--- src/bim_pkg.sv ---
package bim_pkg;

    localparam int unsigned   BIM_ADDR_W        = 7;
    localparam int unsigned   BIM_DATA_W        = 24;
    localparam int unsigned   BIM_FLAG_LO       = 8;
    localparam int unsigned   BIM_FLAG_HI       = 23;
    localparam int unsigned   BIM_FLAG_W        = BIM_FLAG_HI - BIM_FLAG_LO + 1;

    localparam logic [6:0]    BIM_ADDR_MASK_PRI = 7'h02;
    localparam logic [6:0]    BIM_ADDR_MASK_SEC = 7'h03;
    localparam logic [6:0]    BIM_ADDR_MGMT     = 7'h04;

    localparam logic [23:0]   BIM_MASK_WR_BITS  = 24'hff8f03;
    localparam logic [23:0]   BIM_MASK_RST      = 24'h000003;
    localparam logic [23:0]   BIM_MGMT_WR_BITS  = 24'hff0077;
    localparam logic [23:0]   BIM_MGMT_RST      = 24'h7b0004;

    // Status flag positions
    localparam int unsigned   BIM_BIT_ECG_FIFO  = 23;
    localparam int unsigned   BIM_BIT_FASTREC   = 21;
    localparam int unsigned   BIM_BIT_IMP_FIFO  = 19;
    localparam int unsigned   BIM_BIT_BEAT      = 10;
    localparam int unsigned   BIM_BIT_SAMPLE_SYNC_PULSE      = 9;

    // Management register fields; BIM_DRV_HI/BIM_DRV_LO are the driver type field of the mask registers
    localparam int unsigned   BIM_ECG_WM_HI     = 23;
    localparam int unsigned   BIM_ECG_WM_LO     = 19;
    localparam int unsigned   BIM_IMP_WM_HI     = 18;
    localparam int unsigned   BIM_IMP_WM_LO     = 16;
    localparam int unsigned   BIM_FAST_CLR_BIT  = 6;
    localparam int unsigned   BIM_BEAT_CLR_HI   = 5;
    localparam int unsigned   BIM_BEAT_CLR_LO   = 4;
    localparam int unsigned   BIM_SAMPLE_SYNC_PULSE_CLR_BIT  = 2;
    localparam int unsigned   BIM_SAMPLE_SYNC_PULSE_RATE_HI  = 1;
    localparam int unsigned   BIM_SAMPLE_SYNC_PULSE_RATE_LO  = 0;
    localparam int unsigned   BIM_DRV_HI        = 1;
    localparam int unsigned   BIM_DRV_LO        = 0;

    localparam logic [1:0]    BIM_DRV_HIZ       = 2'h0;
    localparam logic [1:0]    BIM_DRV_PUSHPULL  = 2'h1;
    localparam logic [1:0]    BIM_DRV_OD        = 2'h2;
    localparam logic [1:0]    BIM_DRV_OD_PULLUP = 2'h3;

    localparam logic [1:0]    BIM_BEAT_CLR_STAT = 2'h0;
    localparam logic [1:0]    BIM_BEAT_CLR_INTV = 2'h1;
    localparam logic [1:0]    BIM_BEAT_CLR_SELF = 2'h2;

    localparam logic [3:0]    BIM_SAMPLE_SYNC_PULSE_DIV1     = 4'h0;
    localparam logic [3:0]    BIM_SAMPLE_SYNC_PULSE_DIV2     = 4'h1;
    localparam logic [3:0]    BIM_SAMPLE_SYNC_PULSE_DIV4     = 4'h3;
    localparam logic [3:0]    BIM_SAMPLE_SYNC_PULSE_DIV16    = 4'hf;

    typedef struct packed {
        logic                  wr;
        logic                  rd;
        logic [BIM_ADDR_W-1:0] addr;
        logic [BIM_DATA_W-1:0] wdata;
    } bim_reg_req_s;

    typedef struct packed {
        logic drive;
        logic oe;
        logic pullup_en;
    } bim_pin_s;

endpackage : bim_pkg

--- src/bim_flag_latch.sv ---
`timescale 1ns/1ps
module bim_flag_latch
    import bim_pkg::*;
#(
    parameter int unsigned W = 16
) (
    input  wire logic         core_clk_i,
    input  wire logic         sys_rst_i,
    input  wire logic [W-1:0] set_i,
    input  wire logic [W-1:0] clr_i,
    output logic      [W-1:0] flag_o
);

    typedef struct packed {
        logic [W-1:0] flag;
    } bim_latch_s;

    bim_latch_s st_reg;
    bim_latch_s st_next;

    // Set wins over a clear arriving in the same cycle
    always_comb begin
        st_next = st_reg;
        for (int i = 0; i < W; i++) begin
            st_next.flag[i] = set_i[i] | (st_reg.flag[i] & ~clr_i[i]);
        end
    end

    always_ff @(posedge core_clk_i) begin
        if (sys_rst_i) begin
            st_reg <= '0;
        end else begin
            st_reg <= st_next;
        end
    end

    assign flag_o = st_reg.flag;

endmodule : bim_flag_latch

--- src/bim_pin_driver.sv ---
`timescale 1ns/1ps
module bim_pin_driver
    import bim_pkg::*;
(
    input  wire logic       core_clk_i,
    input  wire logic       sys_rst_i,
    input  wire logic       irq_active_i,
    input  wire logic [1:0] drv_type_i,
    output bim_pin_s        pin_o
);

    typedef struct packed {
        bim_pin_s pin;
    } bim_drv_s;

    bim_drv_s st_reg;
    bim_drv_s st_next;

    always_comb begin
        st_next = st_reg;
        st_next.pin.pullup_en = (drv_type_i == BIM_DRV_OD_PULLUP);
        unique case (drv_type_i)
            BIM_DRV_HIZ: begin
                st_next.pin.drive = 1'b1;
                st_next.pin.oe    = 1'b0;
            end
            BIM_DRV_PUSHPULL: begin
                st_next.pin.drive = ~irq_active_i;
                st_next.pin.oe    = 1'b1;
            end
            default: begin
                // Open drain: only ever pulls low so the line can be shared
                st_next.pin.drive = 1'b0;
                st_next.pin.oe    = irq_active_i;
            end
        endcase
    end

    always_ff @(posedge core_clk_i) begin
        if (sys_rst_i) begin
            st_reg <= '{pin: '{drive: 1'b0, oe: 1'b0, pullup_en: 1'b1}};
        end else begin
            st_reg <= st_next;
        end
    end

    assign pin_o = st_reg.pin;

endmodule : bim_pin_driver

--- src/bim_irq_manager.sv ---
`timescale 1ns/1ps
module bim_irq_manager
    import bim_pkg::*;
#(
    parameter int unsigned ECG_CNT_W = 6,
    parameter int unsigned IMP_CNT_W = 4
) (
    input  wire logic                   core_clk_i,
    input  wire logic                   sys_rst_i,
    input  wire bim_reg_req_s           reg_req_i,
    output logic [BIM_DATA_W-1:0]       reg_rdata_o,
    input  wire logic                   status_read_done_i,
    input  wire logic                   beat_interval_read_i,
    input  wire logic [BIM_FLAG_W-1:0]  cond_i,
    input  wire logic [ECG_CNT_W-1:0]   ecg_fifo_count_i,
    input  wire logic [IMP_CNT_W-1:0]   imp_fifo_count_i,
    input  wire logic                   fast_mode_i,
    input  wire logic                   beat_event_i,
    input  wire logic                   sample_instant_i,
    input  wire logic                   ecg_rate_tick_i,
    input  wire logic                   quarter_rate_tick_i,
    output logic [BIM_DATA_W-1:0]       status_o,
    output logic                        irq_out_primary_n_o,
    output logic                        irq_out_primary_oe_o,
    output logic                        irq_out_primary_pullup_o,
    output logic                        irq_out_secondary_n_o,
    output logic                        irq_out_secondary_oe_o,
    output logic                        irq_out_secondary_pullup_o
);

    typedef struct packed {
        logic [BIM_DATA_W-1:0] mask_pri;
        logic [BIM_DATA_W-1:0] mask_sec;
        logic [BIM_DATA_W-1:0] mgmt;
        logic [BIM_DATA_W-1:0] rdata;
        logic                  fast_armed;
        logic [3:0]            sample_sync_pulse_cnt;
        logic                  beat_tick_seen;
    } bim_mgr_s;

    bim_mgr_s                 st_reg;
    bim_mgr_s                 st_next;
    logic [BIM_FLAG_W-1:0]    flags;
    logic [BIM_FLAG_W-1:0]    flag_set;
    logic [BIM_FLAG_W-1:0]    flag_clr;
    logic                     irq_pri_act;
    logic                     irq_sec_act;
    logic [4:0]               ecg_wm;
    logic [2:0]               imp_wm;
    logic                     fast_clr_mode;
    logic [1:0]               beat_clr_mode;
    logic                     sample_sync_pulse_clr_mode;
    logic [1:0]               sample_sync_pulse_rate;
    logic [3:0]               sample_sync_pulse_div_mask;
    logic                     sample_sync_pulse_fire;
    logic                     ecg_wm_hit;
    logic                     imp_wm_hit;
    bim_pin_s                 pin_pri;
    bim_pin_s                 pin_sec;

    localparam int unsigned   F_ECG  = BIM_BIT_ECG_FIFO - BIM_FLAG_LO;
    localparam int unsigned   F_FAST = BIM_BIT_FASTREC - BIM_FLAG_LO;
    localparam int unsigned   F_IMP  = BIM_BIT_IMP_FIFO - BIM_FLAG_LO;
    localparam int unsigned   F_BEAT = BIM_BIT_BEAT - BIM_FLAG_LO;
    localparam int unsigned   F_SAMPLE_SYNC_PULSE = BIM_BIT_SAMPLE_SYNC_PULSE - BIM_FLAG_LO;

    assign ecg_wm        = st_reg.mgmt[BIM_ECG_WM_HI:BIM_ECG_WM_LO];
    assign imp_wm        = st_reg.mgmt[BIM_IMP_WM_HI:BIM_IMP_WM_LO];
    assign fast_clr_mode = st_reg.mgmt[BIM_FAST_CLR_BIT];
    assign beat_clr_mode = st_reg.mgmt[BIM_BEAT_CLR_HI:BIM_BEAT_CLR_LO];
    assign sample_sync_pulse_clr_mode = st_reg.mgmt[BIM_SAMPLE_SYNC_PULSE_CLR_BIT];
    assign sample_sync_pulse_rate     = st_reg.mgmt[BIM_SAMPLE_SYNC_PULSE_RATE_HI:BIM_SAMPLE_SYNC_PULSE_RATE_LO];

    // Compare in a wider domain so field value 31 still reaches 32 records
    assign ecg_wm_hit = ({1'b0, ecg_fifo_count_i} >= (ECG_CNT_W+1)'(ecg_wm) + 1'b1);
    assign imp_wm_hit = ({1'b0, imp_fifo_count_i} >= (IMP_CNT_W+1)'(imp_wm) + 1'b1);

    always_comb begin
        unique case (sample_sync_pulse_rate)
            2'h0:    sample_sync_pulse_div_mask = BIM_SAMPLE_SYNC_PULSE_DIV1;
            2'h1:    sample_sync_pulse_div_mask = BIM_SAMPLE_SYNC_PULSE_DIV2;
            2'h2:    sample_sync_pulse_div_mask = BIM_SAMPLE_SYNC_PULSE_DIV4;
            default: sample_sync_pulse_div_mask = BIM_SAMPLE_SYNC_PULSE_DIV16;
        endcase
    end

    assign sample_sync_pulse_fire = sample_instant_i & ((st_reg.sample_sync_pulse_cnt & sample_sync_pulse_div_mask) == 4'h0);

    always_comb begin
        flag_set = cond_i;
        flag_clr = {BIM_FLAG_W{status_read_done_i}};
        flag_set[F_ECG] = ecg_wm_hit;
        flag_set[F_IMP] = imp_wm_hit;
        // Mode 1 raises only on entry, so a read clears it while fast mode runs on
        flag_set[F_FAST] = fast_clr_mode ? (fast_mode_i & st_reg.fast_armed)
                                         : fast_mode_i;
        flag_set[F_BEAT] = beat_event_i;
        unique case (beat_clr_mode)
            BIM_BEAT_CLR_STAT: flag_clr[F_BEAT] = status_read_done_i;
            BIM_BEAT_CLR_INTV: flag_clr[F_BEAT] = beat_interval_read_i;
            BIM_BEAT_CLR_SELF: flag_clr[F_BEAT] = ecg_rate_tick_i & st_reg.beat_tick_seen;
            default:           flag_clr[F_BEAT] = 1'b0;
        endcase
        flag_set[F_SAMPLE_SYNC_PULSE] = sample_sync_pulse_fire;
        flag_clr[F_SAMPLE_SYNC_PULSE] = sample_sync_pulse_clr_mode ? quarter_rate_tick_i : status_read_done_i;
    end

    bim_flag_latch #(
        .W          (BIM_FLAG_W)
    ) u_flags (
        .core_clk_i (core_clk_i),
        .sys_rst_i  (sys_rst_i),
        .set_i      (flag_set),
        .clr_i      (flag_clr),
        .flag_o     (flags)
    );

    assign irq_pri_act = |(flags & st_reg.mask_pri[BIM_FLAG_HI:BIM_FLAG_LO]);
    assign irq_sec_act = |(flags & st_reg.mask_sec[BIM_FLAG_HI:BIM_FLAG_LO]);

    always_comb begin
        st_next = st_reg;
        // Armed again only once fast mode has been left
        st_next.fast_armed = ~fast_mode_i;
        if (sample_instant_i) begin
            st_next.sample_sync_pulse_cnt = st_reg.sample_sync_pulse_cnt + 4'h1;
        end
        if (beat_event_i) begin
            st_next.beat_tick_seen = 1'b0;
        end else if (ecg_rate_tick_i) begin
            st_next.beat_tick_seen = 1'b1;
        end
        if (reg_req_i.wr) begin
            unique case (reg_req_i.addr)
                BIM_ADDR_MASK_PRI: st_next.mask_pri = reg_req_i.wdata & BIM_MASK_WR_BITS;
                BIM_ADDR_MASK_SEC: st_next.mask_sec = reg_req_i.wdata & BIM_MASK_WR_BITS;
                BIM_ADDR_MGMT:     st_next.mgmt     = reg_req_i.wdata & BIM_MGMT_WR_BITS;
                default: ;
            endcase
        end
        if (reg_req_i.rd) begin
            unique case (reg_req_i.addr)
                BIM_ADDR_MASK_PRI: st_next.rdata = st_reg.mask_pri;
                BIM_ADDR_MASK_SEC: st_next.rdata = st_reg.mask_sec;
                BIM_ADDR_MGMT:     st_next.rdata = st_reg.mgmt;
                default:           st_next.rdata = '0;
            endcase
        end
    end

    always_ff @(posedge core_clk_i) begin
        if (sys_rst_i) begin
            st_reg.mask_pri       <= BIM_MASK_RST;
            st_reg.mask_sec       <= BIM_MASK_RST;
            st_reg.mgmt           <= BIM_MGMT_RST;
            st_reg.rdata          <= '0;
            st_reg.fast_armed     <= 1'b1;
            st_reg.sample_sync_pulse_cnt       <= 4'h0;
            st_reg.beat_tick_seen <= 1'b0;
        end else begin
            st_reg <= st_next;
        end
    end

    bim_pin_driver u_pin_pri (
        .core_clk_i   (core_clk_i),
        .sys_rst_i    (sys_rst_i),
        .irq_active_i (irq_pri_act),
        .drv_type_i   (st_reg.mask_pri[BIM_DRV_HI:BIM_DRV_LO]),
        .pin_o        (pin_pri)
    );

    bim_pin_driver u_pin_sec (
        .core_clk_i   (core_clk_i),
        .sys_rst_i    (sys_rst_i),
        .irq_active_i (irq_sec_act),
        .drv_type_i   (st_reg.mask_sec[BIM_DRV_HI:BIM_DRV_LO]),
        .pin_o        (pin_sec)
    );

    assign reg_rdata_o                = st_reg.rdata;
    assign status_o                   = {flags, 8'h00};
    assign irq_out_primary_n_o        = pin_pri.drive;
    assign irq_out_primary_oe_o       = pin_pri.oe;
    assign irq_out_primary_pullup_o   = pin_pri.pullup_en;
    assign irq_out_secondary_n_o      = pin_sec.drive;
    assign irq_out_secondary_oe_o     = pin_sec.oe;
    assign irq_out_secondary_pullup_o = pin_sec.pullup_en;

    logic line_pri_low;
    assign line_pri_low = irq_out_primary_oe_o & ~irq_out_primary_n_o;
endmodule : bim_irq_manager

--- config.mk ---
export PLATFORM = sky130hd
export DESIGN_NAME = bim_irq_manager
export DESIGN_NICKNAME = d
export VERILOG_FILES = /design/src/bim_pkg.sv /design/src/bim_flag_latch.sv /design/src/bim_pin_driver.sv /design/src/bim_irq_manager.sv
export SDC_FILE = /design/constraint.sdc
export NUM_CORES = 1
export LEC_CHECK = 0
export BUFFER_PORTS_ARGS = -buffer_cell sky130_fd_sc_hd__buf_2
export CAP_MARGIN = 30
export CORE_MARGIN = 10
export CORE_UTILIZATION = 47
export DETAILED_ROUTE_END_ITERATION = 7
export HOLD_SLACK_MARGIN = 0.06
export PLACE_DENSITY = 0.78
export REMOVE_ABC_BUFFERS = 1
export SLEW_MARGIN = 40
export SYNTH_ARGS = -nofsm -noshare
export SYNTH_HDL_FRONTEND = slang
export SYNTH_SLANG_ARGS = --single-unit
export TNS_END_PERCENT = 5
--- constraint.sdc ---
create_clock -name core_clk_i -period 1.6 [get_ports core_clk_i]
set_input_delay 0.32 -clock core_clk_i [delete_from_list [all_inputs] [get_ports core_clk_i]]
set_output_delay 0.32 -clock core_clk_i [all_outputs]
set_load 0.01 [all_outputs]
-- After elaboration in Yosys (flattened, before gate mapping)
Cells that the tools add are included.
- logic and storage cells: 92
- output and inout port bits: 54
- register bits: 96
- bits of input ports: 68
- reductions and logical operators: 11
- eq/ne operators: 11
- mux-type cells: 7
- bitwise gates (word level): 44
- magnitude comparators: 2
- add/sub/neg operators: 3
- operators with widths (cell ; count):
    $pmux 24 s3 ; 1
    $and 16x16->16 ; 2
    $reduce_or 16->1 ; 2
    $and 1x1->1 ; 19
    $or 1x1->1 ; 16
    $eq 7x2->1 const B ; 2
    $pmux 4 s3 ; 1
    $eq 2x1->1 const B ; 4
    $eq 2x2->1 const B ; 4
    $logic_not 2->1 ; 4
    $pmux 2 s2 ; 2
    $eq 7x3->1 const B ; 1
    $add 5x1->6 const B ; 1
    $ge 6x6->1 ; 1
    $not 1->1 ; 6
    $reduce_and 2->1 ; 3
    $add 3x1->4 const B ; 1
    $add 4x1->4 const B ; 1
    $and 4x4->4 ; 1
    $ge 4x4->1 ; 1
    $logic_not 4->1 ; 1
    $pmux 1 s3 ; 1
    $mux 1 ; 2
    $reduce_or 2->1 ; 1

-- Logic depth before layout (Yosys ltp)
Gate-level depths: netlist of the first run.
- word-level depth: 6
- depth in mapped cells: 7
- depth with buffers taken out: 7

-- Modules after synthesis
Synthesis of the first run repeated with hierarchy kept, for this count alone.
- cells, all modules: 483
- area, all modules: 4370.4 um^2
- by module, submodules not included (module ; instances ; area an instance (um^2) ; sequential area each (um^2) ; cells an instance):
    bim_irq_manager ; 1 ; 3560.9 ; 1381.3 ; 403
    bim_flag_latch ; 1 ; 629.4 ; 320.3 ; 66
    bim_pin_driver ; 2 ; 90.1 ; 60.1 ; 7

-- Worst setup path before layout of the first run
No wires, ideal clock.
- path type: reg-to-reg
- start: register st_reg, in the netlist ecg_wm[2]
- end: register u_flags.st_reg, in the netlist u_flags.flag_o[15]
- path slack: 68 ps
- cell stages (with the launch flop): 6
- data arrival time: 1407 ps
- buffers on the path: 0
- cells stage by stage: dfxtp_1 > nand3_1 > or2_2 > ha_1 > a221oi_1 > o22ai_1
- longest elaborated chain between the ends: 3
- RTL lines (item ; line ; RTL):
    start: declaration ; bim_irq_manager.sv:41 ; bim_mgr_s st_reg;
    start signal: assignment ; bim_irq_manager.sv:161 ; st_reg <= st_next;
    $add 5x1->6 ; bim_irq_manager.sv:75 ; assign ecg_wm_hit = ({1'b0, ecg_fifo_count_i} >= (ECG_CNT_W+1)'(ecg_wm) + 1'b1);
    $ge 6x6->1 ; bim_irq_manager.sv:75 ;
    $or 1x1->1 ; bim_flag_latch.sv:25 ; st_next.flag[i] = set_i[i] | (st_reg.flag[i] & ~clr_i[i]);
    end signal: assignment ; bim_flag_latch.sv:33 ; st_reg <= st_next;
    end: declaration ; bim_flag_latch.sv:18 ; bim_latch_s st_reg;
Every way passes these cells.
A chain may end at the register's enable or synchronous reset.

-- Worst setup path after layout of the first run
- start: register st_reg, in the netlist ecg_wm[1]
- end: register u_flags.st_reg, in the netlist u_flags.flag_o[15]
The elaborated chain is that of the path after synthesis.

==> results of run 1 <==
## cell usage after synthesis, types with 2 or more instances
cell type  number
inv_1           9
nand2_1        86
and4_1          2
nand2b_1        6
o2111ai_1       3
nand3_1        18
clkbuf_1        9
buf_6           3
buf_2           6
dfxtp_1        91
a21oi_1        45
clkinv_1        2
xnor2_1         3
o21ai_1         5
a222oi_1        2
o21ai_0         9
ha_1           13
mux2i_1        15
mux2_2          5
xor2_1          4
a211oi_1        5
nand4_1         2
nor3_1          4
buf_1           4
a22oi_1        16
o21a_1          4
nor2b_1         2
buf_4          33
nor2_1         30
a32oi_1         4
a22o_1         14
## metal layers
layer	routed length (µm)	share of wire, %	up-vias	global-route usage [%]
li1	-	-	1806	-
met1	4836	41	1750	20.41
met2	5760	49	146	30.14
met3	1026	8.7	15	6.404
met4	138	1.2	0	4.845
met5	0	0	-	0
## kinds of logic after synthesis
group | share of synthesized area (%)
XOR/XNOR | 1.476
other | 0.09027
flip-flops | 43.86
AND/OR/NAND/NOR | 18.10
adder cells (fa/ha/maj) | 3.916
AO/OA/AOI/OAI | 17.80
buffers and inverters | 9.789
multiplexers | 4.970
## how the worst max path moves through the flow
stage | startpoint | end | cells past startpoint
3_3_place_gp | reg_req_i[30] | reg_rdata_o[23] | 5
2_1_floorplan | reg_req_i[30] | st_reg[54] | 4
6_report | ecg_wm[1] | u_flags.flag_o[15] | 5
3_5_place_dp | reg_req_i[30] | reg_rdata_o[20] | 5
5_1_grt | ecg_wm[1] | u_flags.flag_o[15] | 7
4_1_cts | ecg_wm[1] | u_flags.flag_o[15] | 5
## critical path: cells and delay by family, from the launching register on
family	cells	cell delay (ps)
simple gates	2	430
compound gates	2	350
fa+ha+maj	1	230
flops	1	350
## cell type report
| type | count | area [µm²] | area share [%] |
|---|---|---|---|
| Clock buffer | 11 | 141.4 | 2.851 |
| Clock inverter | 5 | 61.31 | 1.236 |
| Inverter | 11 | 41.29 | 0.8327 |
| Sequential cell | 91 | 1824 | 36.79 |
| Timing Repair Buffer | 133 | 765.7 | 15.44 |
| Tap cell | 108 | 135.1 | 2.725 |
| Multi-Input combinational cell | 327 | 1989 | 40.12 |
## timing repair
action,CTS,global route
endpoints found under the setup margin,1,1
buffers inserted,0,1
endpoints found under the hold margin,0,0
gates resized for setup,1,3
## power by group
part	leakage, nW	internal [mW]	switching [mW]
clock	0.104	0.774	0.813
combinational	1.40	0.162	0.215
sequential	0.738	2.30	0.0433
total	2.24	3.24	1.07
## metrics by stage
step,std cells,area [µm²]
after floorplan,429,3834
after global placement,669,4727
after detailed placement,669,4727
after CTS,685,4931
after global routing,686,4959
final,686,4959
==> reports/qor.yml, run 1 <==
floorplan:
  start_util_pct: 47.87
  rows: 34
  core_um2: 8678
  chipWidth_um: 114.0
  pin_count: 122
  die_h_um: 114.0
  die_area_um2: 13000
timing:
  finalClockSkew_ps: 13.64
  holdWs_ps: 128.9
  finalSetupTns_ps: 0
  final_hold_viol_count: 0
  drv_slew: 0
  min_period_over_period_pct: 91.94
  setup_viol: 0
  fmax_mhz: 679.8
  tightest_slew_ps: 540.8
  period_needed_ps: 1471
  final.setup.worst_slack_ps: 128.9
  rsz0062_at_grt: "no"
  slew_headroom_pct: 63.95
routing:
  dr.pass1.iters: 7
  viasPerCell: 5.418
  wl_per_cell_um: 17.14
  ant_nets: 0
  drc: 0
  wl_mm: 11.76
  drtIter0Drc: 210
  vias: 3717
clock_tree:
  cts_root_buffer: "clkbuf_8"
  clockBufferDepth: 2
  clock-sinks: 91
  cts_hold_buffers: 0
  htree_levels: 3
  cts_buffers: 9
  clock_latency_ps: 360
  cts_tree: "done"
  path_clk_slew_ps: 100
min_path:
  hp-class: "input pin to flip-flop"
  hold_depth: 2
  hold_end: "st_reg[0]"
  hp-start: "beat_event_i"
grt:
  grt_pass1_vias: 3814
  grtUsageTotal_pct: 17.70
  grt_first_pass_wirelength_mm: 18.71
  grt_max_degree: 31
  antenna_found_initial: 0
  grt.overflow.total: 0
outcome:
  status: "complete, no violations"
final_layout:
  n_antenna_cell: 0
  fin_util_pct: 57.14
  final_layout_size_suffix_gt1_share_pct: 28.72
  finalNetCount: 654
  fillers: 775
  largest_reg_flops: 36
  area_delta_synth_final_pct: 19.37
  layout_common_cells: "buf_2, dfxtp_1, nand2_1"
  layout_commonest_cell: "buf_2"
power_and_ir_drop:
  leakagePower_nw: 2.238
  power_density_nw_per_um2: 869.1
  max-vdd-ir-drop_v: 0.0006225
  total_power_mw: 4.309
critical_path:
  reg2reg_slack_ps: 130
  crit_type: "flip-flop to flip-flop"
  critPathMaxFanout: 3
  cp_slowest_cell: "dfxtp_2"
  r2r_end: "u_flags.flag_o[15]"
  reg2regPathDepth: 5
  crit_path_end_kind: "flip-flop"
  arrival_ps: 1720
  worstReg2RegStart: "ecg_wm[1]"
  start_kind: "flip-flop"
  crit_required_ps: 1850
  path_cells: "nand3_1, or2_2, ha_4, a221oi_2, o22ai_1"
  critPathMaxStageDelay_ps: 350
placed_design:
  place_congestion: 0.9444
  hpwlAfterDp_mm: 9.213
  io_buffers: 98
  dpl_worst_slack_ps: -134.5
logic_synthesis:
  synth_edf_count: 0
  synth_area_leader_cell: "dfxtp_1"
  ys_ff_latch: 91
  syn_inst: 473
  ys_seq_area_share_pct: 43.86
  ys_warn_count: 0
  syn-cell-area_um2: 4154
  avgSynthCellArea_um2: 8.782
  synthArstFlopShare_pct: 0
  synth_area_leaders: "dfxtp_1, nand2_1, buf_4, a21oi_1, ha_1"
  synthFlopType: "dfxtp_1"
  yosysTopAreaCellShare_pct: 43.86
  yosysUniqueCellTypes: 50
run:
  drv_cap: 0
(Power assumes the default switching activity.)
==> inputs of run 2 (changes only) <==
ABC_AREA = 1   (was not set)
PLACE_DENSITY = 0.77   (was 0.78)
==> reports/qor.yml, run 2 <==
placed_design:
  place_congestion: 0.8760
  dp_cells: 744
  hpwlAfterDp_mm: 8.910
  io_buffers: 98
clock_tree:
  clock_latency_ps: 360
  cts_buffers: 9
  clockBufferDepth: 2
  htree_levels: 3
  path_clk_slew_ps: 90
  clock-sinks: 91
  cts_tree: "done"
  cts_hold_buffers: 0
  cts_root_buffer: "clkbuf_8"
floorplan:
  die_area_um2: 13370
  pin_count: 122
  chipWidth_um: 115.6
  start_util_pct: 48.79
  rows: 34
  core_um2: 8806
  die_h_um: 115.6
timing:
  final_hold_viol_count: 0
  min_period_over_period_pct: 98.25
  drv_slew: 0
  period_needed_ps: 1572
  fmax_mhz: 636.1
  setup_viol: 0
  rsz0062_at_grt: "yes"
  finalClockSkew_ps: 15.69
logic_synthesis:
  synthFlopType: "dfxtp_1"
  yosysTopAreaCellShare_pct: 42.40
  syn_inst: 564
  ys_warn_count: 0
  synth_edf_count: 0
  yosysUniqueCellTypes: 31
  avgSynthCellArea_um2: 7.618
  synth_commonest_cells: "nand2_1, dfxtp_1, a21oi_1"
  ys_seq_area_share_pct: 42.40
  yosysMostFrequentCell: "nand2_1"
  ys_ff_latch: 91
  synth_area_leader_cell: "dfxtp_1"
  synth_area_leaders: "dfxtp_1, nand2_1, a21oi_1, nand3_1, buf_4"
  syn-cell-area_um2: 4297
  synthArstFlopShare_pct: 0
critical_path:
  crit_required_ps: 1880
  crit_path_end_kind: "flip-flop"
  reg2regPathDepth: 7
  reg2reg_slack_ps: 30
  start_kind: "flip-flop"
  arrival_ps: 1850
  crit_type: "flip-flop to flip-flop"
  critPathMaxFanout: 5
run:
  drv_cap: 0
power_and_ir_drop:
  leakagePower_nw: 2.348
  power_density_nw_per_um2: 868.7
  max-vdd-ir-drop_v: 0.0004456
final_layout:
  layout_common_cells: "nand2_1, buf_2, dfxtp_1"
  n_antenna_cell: 0
  final_layout_size_suffix_gt1_share_pct: 24.62
  layout_commonest_cell: "nand2_1"
  fillers: 811
  final_cell_count_no_fill: 762
  area_delta_synth_final_pct: 16.48
  largest_reg_flops: 36
  finalNetCount: 730
  multi_input_area_um2: 1979
  seqCellArea_um2: 1833
  fin_util_pct: 56.83
routing:
  drc: 0
  wl_per_cell_um: 15.59
  viasPerCell: 5.277
  dr.pass1.iters: 5
  drtIter0Drc: 287
  vias: 4021
  wl_mm: 11.88
  ant_nets: 0
min_path:
  hp-class: "input pin to flip-flop"
  hold_depth: 2
grt:
  grt_max_degree: 60
  antenna_found_initial: 0
  grt_pass1_vias: 4002
  grt.overflow.total: 0
  grtUsageTotal_pct: 17.69
  grt_first_pass_wirelength_mm: 19.21
outcome:
  status: "complete, no violations"
[run 2: cell types whose count changed in the layout (fill, tap and decap cells not counted), sizes merged, moves of 10 or more]
cell,before,now
o21ai,15,49
nand2,86,102
a21oi,45,64
nor2,30,48
inv,10,47
a22o,14,0
mux2i,15,0
a22oi,16,0
nand3,20,58
o211ai,0,10
buf,133,121
[run 2: path summary, 6_finish.rpt]
check	from	to
setup reg to reg	ecg_wm[3]	u_flags.flag_o[15]
setup / recovery	ecg_wm[3]	u_flags.flag_o[15]
hold reg to reg	reg_rdata_o[18]	reg_rdata_o[18]
hold / removal	beat_event_i	st_reg[0]
[run 2: metal layers]
layer | part of all wire (%) | vias to the layer above | routed length [µm] | global-route usage (%)
li1 | - | 1998 | - | -
met1 | 41 | 1841 | 4895 | 21.83
met2 | 48 | 157 | 5697 | 29.48
met3 | 8.8 | 25 | 1041 | 4.703
met4 | 2.1 | 0 | 247 | 5.588
met5 | 0 | - | 0 | 0
[run 2: kinds of logic (layout without fill, tap and decap cells)]
| group | Yosys count | count (layout) | share of synthesized area [%] |
|---|---|---|---|
| compound gates | 128 | 128 | 15.99 |
| xor+xnor | 4 | 4 | 0.8155 |
| fa+ha+maj | 13 | 13 | 3.786 |
| buf+inv | 105 | 183 | 13.72 |
| flops | 91 | 91 | 42.40 |
| other cells | 1 | 13 | 0.08728 |
| simple gates | 222 | 222 | 23.21 |
[run 2: stage by stage]
| stage | TNS, ps | cell area (µm²) | setup slack, ps | hold WS (ps) | power, mW |
|---|---|---|---|---|---|
| final | 0 | 5005 | 27.99 | 125.0 | 4.348 |
| after global placement | 0 | 4723 | 37.75 | 451.7 | 2.772 |
| after global routing | -69.74 | 5005 | -69.74 | 129.5 | 4.526 |
| after CTS | 0 | 4954 | 11.03 | 124.1 | 4.361 |
| after floorplan | -3060 | 3928 | -226.1 | 382.4 | 2.569 |
| after detailed placement | -92.59 | 4723 | -55.25 | 452.5 | 2.786 |
[run 2: layout make-up]
class / count / area share (%)
tap: 108 / 2.700
clock buffer: 10 / 2.750
inverter: 46 / 3.500
clock inverter: 6 / 1.375
multi-input combinational: 380 / 39.55
sequential: 91 / 36.63
timing repair buffer: 121 / 13.50
[run 2: timing repair]
action                     in CTS  in global routing
setup endpoints to repair       1                  1
pin swaps                       0                 10
gates resized for setup         5                  9
buffers inserted                1                  1
[run 2: worst max-delay path: stages, from the launching register on]
cell and delay (ps):
dfxtp_1 490, xor2_1 200, ha_1 270, a21oi_1 160, o21a_1 140, nand4_1 100
nand2_1 80, inv_1 40
[run 2: power breakdown]
part | total (mW) | internal [mW] | leakage (nW) | switching, mW
clock | 1.61 | 0.779 | 0.104 | 0.835
sequential | 2.35 | 2.30 | 0.740 | 0.0416
combinational | 0.388 | 0.150 | 1.50 | 0.238
